**src/cmp_ctrl_pkg.sv**
```systemverilog
// Shared constants for the analog comparator control block
package cmp_ctrl_pkg;
  // Register byte addresses
  localparam logic [7:0] ADDR_CONV_CSR_B = 8'h00;
  localparam logic [7:0] ADDR_CMP_CSR = 8'h04;
  localparam logic [7:0] ADDR_CONV_CTRL = 8'h08;
  localparam logic [7:0] ADDR_CONV_MUX = 8'h0c;
  localparam logic [7:0] ADDR_SYS_CTRL = 8'h10;
  // converter_control_status_b fields
  localparam int MUX_EN_BIT = 6;
  localparam int REF_DIV_LSB = 4;
  // comparator_control_status fields
  localparam int PWR_OFF_BIT = 7;
  localparam int IREF_SEL_BIT = 6;
  localparam int RESULT_BIT = 5;
  localparam int FLAG_BIT = 4;
  localparam int IRQ_EN_BIT = 3;
  localparam int MODE_LSB = 0;
  // Other fields
  localparam int CONV_EN_BIT = 7;
  localparam int CHAN_LSB = 0;
  localparam int REF_SRC_LSB = 6;
  localparam int GIE_BIT = 0;
  localparam int VACK_BIT = 1;
  // Codes and reset values
  localparam logic [4:0] CHAN_MAX = 5'h0a;
  localparam logic [1:0] REF_INTERNAL = 2'h3;
  localparam logic [1:0] MODE_TOGGLE = 2'h0;
  localparam logic [1:0] MODE_FALL = 2'h2;
  localparam logic [1:0] MODE_RISE = 2'h3;
  localparam logic [7:0] REG_RESET = 8'h00;
  // Negative input selections
  typedef enum logic [2:0] {
    NEG_PIN, NEG_REF_FULL, NEG_REF_HALF, NEG_REF_QUARTER, NEG_REF_EIGHTH, NEG_RESERVED
  } neg_sel_e;
endpackage

```
**src/cmp_event_if.sv**
```systemverilog
// Carrier between the control top and the event detector
`timescale 1ns/1ps
`default_nettype none
interface cmp_event_if;
  logic raw_cmp;
  logic [1:0] mode;
  logic result;
  logic hit;
  modport ctrl (output raw_cmp, output mode, input result, input hit);
  modport det (input raw_cmp, input mode, output result, output hit);
endinterface
`default_nettype wire

```
**src/cmp_ctrl.sv**
```systemverilog
// Analog comparator control with AHB-Lite register slave
//
// Our own choices: the address map and register access over AHB-Lite.
`timescale 1ns/1ps
`default_nettype none
module cmp_ctrl
  import cmp_ctrl_pkg::*;
#(
  parameter int CHAN_W = 5
) (
  // Clock and reset
  input wire logic clk,
  input wire logic rst_n,
  // AHB-Lite slave
  input wire logic hsel,
  input wire logic [7:0] haddr,
  input wire logic [1:0] htrans,
  input wire logic hwrite,
  input wire logic [2:0] hsize,
  input wire logic [31:0] hwdata,
  input wire logic hready,
  output logic [31:0] hrdata,
  output logic hreadyout,
  output logic hresp,
  // Analog comparator front end
  input wire logic cmp_out_async,
  output logic cmp_power_off,
  output logic pos_use_channel,
  output logic [CHAN_W-1:0] pos_channel,
  output logic [2:0] neg_select,
  // Interrupt request
  output logic cmp_irq
);
  logic [7:0] csr_b, csr, conv_ctrl, conv_mux, sys_ctrl;
  logic [7:0] next_csr_b, next_csr, next_conv_ctrl, next_conv_mux, next_sys_ctrl;
  logic wr_pend, next_wr_pend;
  logic [7:0] wr_addr, next_wr_addr;
  logic [31:0] rdata, next_rdata;
  logic ack_s1, ack_s2, ack_prev;
  logic next_ack_s1, next_ack_s2, next_ack_prev;
  logic ack_pulse;
  neg_sel_e neg;
  logic [2:0] next_out;
  logic next_pos_use_channel, next_cmp_irq, next_cmp_power_off;
  logic [CHAN_W-1:0] next_pos_channel;

  cmp_event_if ev ();
  cmp_event_detect u_det (
    .clk(clk),
    .rst_n(rst_n),
    .ev(ev)
  );

  // Comparator disabled means no decision; hold low
  assign ev.raw_cmp = cmp_out_async & ~csr[PWR_OFF_BIT];
  assign ev.mode = csr[MODE_LSB +: 2];

  // Result read straight from the synchroniser; a stored copy would lag one more cycle
  function automatic logic [7:0] csr_view(input logic [7:0] c, input logic r);
    csr_view = c;
    csr_view[RESULT_BIT] = r;
  endfunction

  function automatic logic [31:0] read_mux(input logic [7:0] a);
    unique case (a)
      ADDR_CONV_CSR_B: read_mux = {24'h0, csr_b};
      ADDR_CMP_CSR: read_mux = {24'h0, csr_view(csr, ev.result)};
      ADDR_CONV_CTRL: read_mux = {24'h0, conv_ctrl};
      ADDR_CONV_MUX: read_mux = {24'h0, conv_mux};
      ADDR_SYS_CTRL: read_mux = {24'h0, sys_ctrl};
      default: read_mux = 32'h0;
    endcase
  endfunction

  wire take = hsel & hready & htrans[1];

  always_comb begin
    next_csr_b = csr_b;
    next_csr = csr;
    next_conv_ctrl = conv_ctrl;
    next_conv_mux = conv_mux;
    next_sys_ctrl = {sys_ctrl[7:2], 1'b0, sys_ctrl[0]};
    next_wr_pend = take & hwrite;
    next_wr_addr = take ? haddr : wr_addr;
    next_rdata = (take & ~hwrite) ? read_mux(haddr) : 32'h0;
    // Result bit not stored; reads take the synchroniser
    next_csr[RESULT_BIT] = 1'b0;
    if (wr_pend) begin
      unique case (wr_addr)
        ADDR_CONV_CSR_B: next_csr_b = {1'b0, hwdata[6:4], 4'h0};
        ADDR_CMP_CSR: begin
          next_csr[PWR_OFF_BIT] = hwdata[PWR_OFF_BIT];
          next_csr[IREF_SEL_BIT] = hwdata[IREF_SEL_BIT];
          next_csr[IRQ_EN_BIT] = hwdata[IRQ_EN_BIT];
          next_csr[2:0] = {1'b0, hwdata[MODE_LSB +: 2]};
          if (hwdata[FLAG_BIT]) begin
            next_csr[FLAG_BIT] = 1'b0;
          end
        end
        ADDR_CONV_CTRL: next_conv_ctrl = {hwdata[CONV_EN_BIT], 7'h0};
        ADDR_CONV_MUX: next_conv_mux = {hwdata[7:6], 1'b0, hwdata[4:0]};
        ADDR_SYS_CTRL: next_sys_ctrl = hwdata[7:0];
        default: ;
      endcase
    end
    if (ack_pulse) begin
      next_csr[FLAG_BIT] = 1'b0;
    end
    // Set wins over any clear in the same cycle
    if (ev.hit) begin
      next_csr[FLAG_BIT] = 1'b1;
    end
  end

  always_ff @(posedge clk) begin
    if (!rst_n) begin
      csr_b <= REG_RESET;
      csr <= REG_RESET;
      conv_ctrl <= REG_RESET;
      conv_mux <= REG_RESET;
      sys_ctrl <= REG_RESET;
      wr_pend <= 1'b0;
      wr_addr <= 8'h00;
      rdata <= 32'h0;
    end else begin
      csr_b <= next_csr_b;
      csr <= next_csr;
      conv_ctrl <= next_conv_ctrl;
      conv_mux <= next_conv_mux;
      sys_ctrl <= next_sys_ctrl;
      wr_pend <= next_wr_pend;
      wr_addr <= next_wr_addr;
      rdata <= next_rdata;
    end
  end

  // Vector acknowledge is a self-clearing bit written by the core, edge taken after sync
  always_comb begin
    next_ack_s1 = sys_ctrl[VACK_BIT];
    next_ack_s2 = ack_s1;
    next_ack_prev = ack_s2;
  end

  always_ff @(posedge clk) begin
    if (!rst_n) begin
      ack_s1 <= 1'b0;
      ack_s2 <= 1'b0;
      ack_prev <= 1'b0;
    end else begin
      ack_s1 <= next_ack_s1;
      ack_s2 <= next_ack_s2;
      ack_prev <= next_ack_prev;
    end
  end
  assign ack_pulse = ack_s2 & ~ack_prev;

  // Negative input selection
  always_comb begin
    if (!csr[IREF_SEL_BIT]) begin
      neg = NEG_PIN;
    end else if (conv_mux[REF_SRC_LSB +: 2] != REF_INTERNAL) begin
      neg = NEG_RESERVED;
    end else begin
      unique case (csr_b[REF_DIV_LSB +: 2])
        2'h0: neg = NEG_REF_FULL;
        2'h1: neg = NEG_REF_HALF;
        2'h2: neg = NEG_REF_QUARTER;
        default: neg = NEG_REF_EIGHTH;
      endcase
    end
  end

  // Out-of-range channel falls back to the pin rather than an undefined tap
  wire use_chan = csr_b[MUX_EN_BIT] & ~conv_ctrl[CONV_EN_BIT]
    & (conv_mux[CHAN_LSB +: 5] <= CHAN_MAX);

  always_comb begin
    next_out = 3'(neg);
    next_pos_use_channel = use_chan;
    if (use_chan) begin
      next_pos_channel = CHAN_W'(conv_mux[CHAN_LSB +: 5]);
    end else begin
      next_pos_channel = '0;
    end
    next_cmp_irq = next_csr[FLAG_BIT] & csr[IRQ_EN_BIT] & sys_ctrl[GIE_BIT];
    next_cmp_power_off = csr[PWR_OFF_BIT];
  end

  always_ff @(posedge clk) begin
    if (!rst_n) begin
      pos_use_channel <= 1'b0;
      pos_channel <= '0;
      neg_select <= 3'h0;
      cmp_irq <= 1'b0;
      cmp_power_off <= 1'b0;
    end else begin
      pos_use_channel <= next_pos_use_channel;
      pos_channel <= next_pos_channel;
      neg_select <= next_out;
      cmp_irq <= next_cmp_irq;
      cmp_power_off <= next_cmp_power_off;
    end
  end

  assign hreadyout = 1'b1;
  assign hresp = 1'b0;
  assign hrdata = rdata;
endmodule
`default_nettype wire

```
**src/cmp_event_detect.sv**
```systemverilog
// Comparator output synchroniser and event detector
`timescale 1ns/1ps
`default_nettype none
module cmp_event_detect
  import cmp_ctrl_pkg::*;
(
  // Clock and reset
  input wire logic clk,
  input wire logic rst_n,
  // Carrier
  cmp_event_if.det ev
);
  logic sync_a, sync_b, prev;
  logic next_sync_a, next_sync_b, next_prev;

  always_comb begin
    next_sync_a = ev.raw_cmp;
    next_sync_b = sync_a;
    next_prev = sync_b;
  end

  always_ff @(posedge clk) begin
    if (!rst_n) begin
      sync_a <= 1'b0;
      sync_b <= 1'b0;
      prev <= 1'b0;
    end else begin
      sync_a <= next_sync_a;
      sync_b <= next_sync_b;
      prev <= next_prev;
    end
  end

  assign ev.result = sync_b;

  // Compare current and previous synchronised sample
  always_comb begin
    unique case (ev.mode)
      MODE_TOGGLE: ev.hit = sync_b ^ prev;
      MODE_FALL: ev.hit = prev & ~sync_b;
      MODE_RISE: ev.hit = sync_b & ~prev;
      default: ev.hit = 1'b0;
    endcase
  end
endmodule
`default_nettype wire

```
**config.mk**
```make
export PLATFORM = sky130hd
export DESIGN_NAME = cmp_ctrl
export DESIGN_NICKNAME = d
export VERILOG_FILES = /design/src/cmp_ctrl_pkg.sv /design/src/cmp_event_if.sv /design/src/cmp_ctrl.sv /design/src/cmp_event_detect.sv
export SDC_FILE = /design/constraint.sdc
export NUM_CORES = 1
export LEC_CHECK = 0
export BUFFER_PORTS_ARGS = -buffer_cell sky130_fd_sc_hd__buf_4
export CAP_MARGIN = 20
export CORE_MARGIN = 2
export CORE_UTILIZATION = 52
export CTS_BUF_LIST = sky130_fd_sc_hd__clkbuf_16
export DETAILED_ROUTE_END_ITERATION = 12
export GPL_ROUTABILITY_DRIVEN = 0
export PLACE_DENSITY = 0.84
export RECOVER_POWER = 50
export REMOVE_ABC_BUFFERS = 1
export SYNTH_ARGS = -nofsm -noshare
export SYNTH_HDL_FRONTEND = slang
export SYNTH_SLANG_ARGS = --single-unit
```
**constraint.sdc**
```tcl
create_clock -name clk -period 2.87 [get_ports clk]
set_clock_uncertainty 0.2 [all_clocks]
set_input_delay 0.4305 -clock clk [delete_from_list [all_inputs] [get_ports clk]]
set_output_delay 0.4305 -clock clk [all_outputs]
set_load 0.01 [all_outputs]
```
**Yosys cells after proc, flatten, opt, wreduce, memory -nomap -nowiden**

Index checks and enable logic that the tools add are counted.

- Flip-flop bits (word level): 83
- Input bits: 51
- Output and inout bits: 45
- Logic and storage cells: 80

- Order comparisons: 1
- Eq/ne operators: 13
- Muxes and demuxes: 9
- Bitwise gates (word level): 21
- Reductions and logical operators: 14

Operators by type and width:

| operator | number |
|---|---|
| one-hot mux 8 bit (5 select lines) | 1 |
| equality test 8 x 4 -> 1 bit (second input constant) | 4 |
| equality test 8 x 3 -> 1 bit (second input constant) | 2 |
| equality test 8 x 5 -> 1 bit (second input constant) | 2 |
| zero test 8 bit | 2 |
| AND reduction 2 bit | 8 |
| bitwise AND 1 bit | 12 |
| 2-to-1 mux 5 bit | 2 |
| one-hot mux 3 bit (3 select lines) | 1 |
| NOT 1 bit | 8 |
| equality test 2 bit (second input constant) | 3 |
| <= comparator 5 x 4 -> 1 bit (second input constant) | 1 |
| zero test 2 bit | 2 |
| 2-to-1 mux 1 bit | 3 |
| 2-to-1 mux 3 bit | 1 |
| one-hot mux 1 bit (3 select lines) | 1 |
| AND reduction 3 bit | 1 |
| OR reduction 3 bit | 1 |
| equality test 2 x 1 -> 1 bit (second input constant) | 1 |
| inequality test 2 bit (second input constant) | 1 |
| bitwise XOR 1 bit | 1 |

**Longest topological paths before layout**

- Depth after elaboration: 7
- Mapped depth: 6

**Hierarchy**

Synthesis repeated with hierarchy kept, for this count alone.

- Cell total of the unflattened synthesis: 273
- Area, all modules: 2,571.2 sq um

By module, submodules not included:

| module | times used | cells each | area an instance (sq um) |
|---|---|---|---|
| cmp_ctrl | 1 | 259 | 2,422.3 |
| cmp_event_detect | 1 | 14 | 148.9 |

**Worst setup path before layout**

No wires, ideal clock.

- Path kind: in2reg
- Start: input port haddr[7]
- End: register rdata[0] (netlist: hrdata[0])
- Arrival: 1.599 ns
- Slack: 1.003 ns
- Cell stages on the path: 4
- Buffers on the path: 0
- Cells stage by stage: or4_4 > nor4b_4 > a22oi_1 > nor2_1

- Cells in the longest elaborated chain, start to end: 2

Ends and longest elaborated chain:

| element | line | text |
|---|---|---|
| from (decl) | cmp_ctrl.sv:16 | `input wire logic [7:0] haddr,` |
| equality test 8 x 5 -> 1 bit (tied with other cells) | cmp_ctrl.sv:65 | `unique case (a)` |
| one-hot mux 8 bit (5 select lines) * | cmp_ctrl.sv:65 |  |
| to (signal assigned) | cmp_ctrl.sv:133 | `rdata <= next_rdata;` |
| to (decl) | cmp_ctrl.sv:38 | `logic [31:0] rdata, next_rdata;` |

Every way passes the cells marked *; elsewhere a longest branch is shown, timed or not.
A chain may end at the register's enable or synchronous reset.

**Worst setup path after layout**

- Start: register wr_addr[7]
- End: register conv_mux[2]

- Cells in the longest elaborated chain, start to end: 2

Ends and longest elaborated chain:

| element | line | text |
|---|---|---|
| from (decl) | cmp_ctrl.sv:37 | `logic [7:0] wr_addr, next_wr_addr;` |
| from (signal assigned) | cmp_ctrl.sv:132 | `wr_addr <= next_wr_addr;` |
| equality test 8 x 4 -> 1 bit | cmp_ctrl.sv:89 | `unique case (wr_addr)` |
| AND reduction 2 bit (no source line) | n/a |  |
| to (signal assigned) | cmp_ctrl.sv:129 | `conv_mux <= next_conv_mux;` |
| to (decl) | cmp_ctrl.sv:34 | `logic [7:0] csr_b, csr, conv_ctrl, conv_mux, sys_ctrl;` |

No other way between the ends.

==> flow_results.org <==
** Detailed routing
- In the routed layout, each cell is associated on average with a via count of 4.94.
- First-pass detailed-route iteration total :: 4
- Routed length per instance :: 13.2 um
- Highest routing layer actually used :: met4
- Final routed wirelength across all metal layers :: 5.05 mm
- After detailed routing, the wire length on met1 is 2.20 mm.
- Summed over all nets, wire length on met2 after detailed routing comes to 2.45 mm.
- Detailed routing placed a total of 314 um of wire on met3.
- Drt drc :: 0
- The detailed router finished its first iteration with 128 violations.
- Residual antenna-violating net count after detailed routing :: 0
- The final route contains 1897 vias.

** Yosys
- Number of enable-type register cells in the synthesized netlist :: 0
- Post-synthesis cell count :: 269
- Commonest register cell after synthesis :: sky130_fd_sc_hd__dfxtp_1
- A synthesized cell averages between 9 and 10 um^2.
- Yosys warning count :: 0
- Proportion of synthesized chip area in sequential cells :: 46.4%
- The mapped netlist covers 0.00255 mm^2.
- Number of distinct library cells after synthesis :: 40
- Async set-or-reset flop fraction in the synthesized netlist :: 0%
- After synthesis the netlist holds a flip-flop and latch count of just under 60.

** Finish
- Post-synthesis to final-layout area growth :: 20.3%
- Fill cell instance count of the final layout :: 395
- In the final layout, the multi-input gates occupy 0.00121 mm^2.
- The library cell used most frequently in the layout, excluding fill and tap cells, is sky130_fd_sc_hd__dfxtp_1.
- Final std cells w/o fill :: 384
- Combined flip-flop and latch cell area :: roughly 0.0012 mm^2
- After routing the design area is 0.00307 mm^2.
- At the end of the flow, the number of nets in the layout was 368.
- 0 antenna diodes ended up in the layout.
- Commonest cells after routing, fill and taps aside :: 59 x sky130_fd_sc_hd__dfxtp_1, 42 x sky130_fd_sc_hd__nand2_1, 27 x sky130_fd_sc_hd__conb_1, 23 x sky130_fd_sc_hd__mux2i_1, 22 x sky130_fd_sc_hd__buf_4
- Fraction of final layout cells with drive strength greater than 1 :: 15.1%

** Setup path
- Worst endpoint required time :: between 2 and 3 ns
- The signal on the critical path passes through nor4_4 -> and3b_1 -> and3_1 -> mux2i_1.
- Crit start category :: flop
- Top fanout value on the critical path :: 7
- The startpoint identified for the worst register-to-register timing path is wr_addr[7].
- Among cell families on the critical path, the largest total delay comes from simple AND/OR/NAND/NOR gates.
- The setup check on the worst reg-to-reg path leaves a slack of roughly 0.83 ns.
- STA classifies the critical path endpoint as a flop.
- At the worst endpoint, the arrival time is 2.09 ns.
- The critical path crosses 4 cells after its start point.
- Crit Path Category :: flop to flop
- On the worst path, the slowest cell contributes a delay of approximately 0.47 ns.
- Buffering stage count on the worst path with inverters included :: 0
- Setup crit start :: wr_addr[7]
- Among all stages on the critical path, the largest delay is contributed by sky130_fd_sc_hd__and3_1.
- Measured in cells, the most critical reg-to-reg path has a length of 4.

** Clock tree
- Once the clock tree was built, the setup fixing pass inserted 0 buffers.
- In this run, CTS created clock tree buffers numbering 9.
- CTS resizes :: 0
- The cell sitting at the root of the clock tree is a sky130_fd_sc_hd__clkbuf_16.
- Later-pin clock latency in the skew report :: between 0.3 and 0.4 ns
- Clock-pin slew was measured on the worst setup and hold paths at 0.05 ns.
- Hold repair after CTS inserted 0 buffers.
- TritonCTS built the clock tree.
- Number of clock sinks seen by CTS :: 59
- H-tree lvl count :: 3
- Counting along the longest clock path gives a buffer depth of 2.

** STA
- Maximum clock frequency :: 0.490 GHz
- Setup repair after global routing left no endpoint under its margin.
- Max_slew headroom :: 52.8%
- In the finished design, the share of the clock period the worst path needs comes to 71.1%.
- Final Critical Period :: 2.04 ns
- Hold Fails Final Rpt :: 0
- For the pin with the worst max-slew slack, the measured transition is 0.705 ns.
- Max-slew violation count :: 0
- After routing, the total negative slack on setup checks comes to 0 ns.
- Setup violations remaining at the end of the flow were counted as 0.

** Die
- Die Footprint :: roughly 0.0055 mm^2
- Effective utilization at floorplan :: a little over half
- Top-Level Pins :: 96
- Measured along the y axis, the die boundary spans around 74 um.
- The core region is 0.00472 mm^2.
- Cell Rows :: 25
- Horiz. Die Dim :: 74.0 um

** Placement
- Once placement completed, the tool counted placed cells totaling between 300 and 400.
- Total cell area at the placement stage :: 0.00281 mm^2
- Count of input and output buffers :: 41
- Once detailed placement completed, the half-perimeter wirelength came to 3.59 mm.

** Hold path
- The worst hold path begins at cmp_out_async.
- Hold Crit Depth :: 3
- In this run the worst hold path is classified as primary input to flop.

** Power and ir drop
- IR analysis of the VDD net gives a maximum drop of 0.348 mV.
- In this run the power density over the cells is 678 mW/mm^2.
- Leakage power :: 1.25 nW

** Flow run
- The tool flagged a number of max-cap violations equal to 0.

** Global route
- The initial antenna violation count was 0.
- Total GRT Usage :: 20.4%
- Final global-route overflow total :: 0
- Pin count of the biggest net entering global routing :: 51
- First-pass GRT wire length :: between 8 and 9 mm
- The number of global-route vias before repair came to about 1800.

** Run status
- Result of the run :: completed
[cells by family after synthesis]
| kind of cell | after synthesis | synth area share (%) |
|---|---|---|
| AO/OA/AOI/OAI | 30 | 7.86 |
| adder cells (fa/ha/maj) | 5 | 2.46 |
| buffers and inverters | 41 | 9.92 |
| flip-flops | 59 | 46.4 |
| multiplexers | 26 | 10.4 |
| other | 2 | 0.295 |
| AND/OR/NAND/NOR | 106 | 22.7 |
[through the flow]
step                      power, mW  setup slack, ns  utilization, %  hold slack, ns
after global placement        0.949            0.698            59.4           0.215
final                          2.08            0.831            64.9           0.125
after floorplan               0.900             1.00               -           0.209
after detailed placement      0.951            0.651            59.4           0.232
after global routing           2.14            0.669            64.9           0.147
after CTS                      2.09            0.822            66.3           0.118
[synthesized netlist by cell type (all sizes together), types with 2 or more instances]
master,count,area [um^2]
nor2,15,56.3
nor2b,11,68.8
a21oi,4,20.0
and3,3,18.8
a21boi,8,60.1
nand2,42,158
dfxtp,59,1180
o21ai,5,25.0
nor4,2,33.8
nand3,8,40.0
inv,7,26.3
ha,5,62.6
mux2,3,33.8
a31oi,3,18.8
a22oi,5,37.5
nand3b,3,22.5
buf,27,200
nand4b,2,17.5
mux2i,23,230
and2,9,56.3
clkbuf,7,26.3
nand4,3,25.0
conb,2,7.51
[area by class of cell]
cell class / count / area share [%]
clock buffer: 9 / 7.35
inverter: 7 / 0.857
sequential: 59 / 38.5
timing repair buffer: 41 / 7.84
tap: 67 / 2.73
clock inverter: 7 / 3.31
multi-input combinational: 194 / 39.4
[worst reg2reg max path, cell delays in order (launching register included)]
cell,delay (ns)
sky130_fd_sc_hd__dfxtp_1,0.33
sky130_fd_sc_hd__nor4_4,0.45
sky130_fd_sc_hd__and3b_1,0.26
sky130_fd_sc_hd__and3_1,0.47
sky130_fd_sc_hd__mux2i_1,0.25
[path summary, 6_finish.rpt]
kind,endpoint
max,conv_mux[2]
min,u_det.next_sync_b
max reg2reg,conv_mux[2]
min reg2reg,u_det.next_sync_b
[state kept, by name (all words and copies together), names as in the netlist]
signal	flops
ack_prev	1
ack_s1	1
ack_s2	1
cmp_irq	1
cmp_power_off	1
conv_ctrl	1
conv_mux	7
csr	6
csr_b	3
hrdata	8
neg_select	3
pos_channel	5
pos_use_channel	1
sys_ctrl	8
u_det.ev.result	1
u_det.next_sync_b	1
u_det.prev	1
wr_addr	8
wr_pend	1
[layer usage]
| layer | vias to the layer above | GRT usage, % |
|---|---|---|
| li1 | 943 | - |
| met1 | 883 | 24.3 |
| met2 | 61 | 33.1 |
| met3 | 10 | 8.67 |
| met4 | 0 | 7.27 |
| met5 | - | 0 |
[where the power goes]
group,switching (mW),internal (mW)
sequential,0.00664,0.828
clock,0.380,0.764
combinational,0.0603,0.0386
total,0.447,1.63
Note: power is estimated with default switching activity, not from simulation.
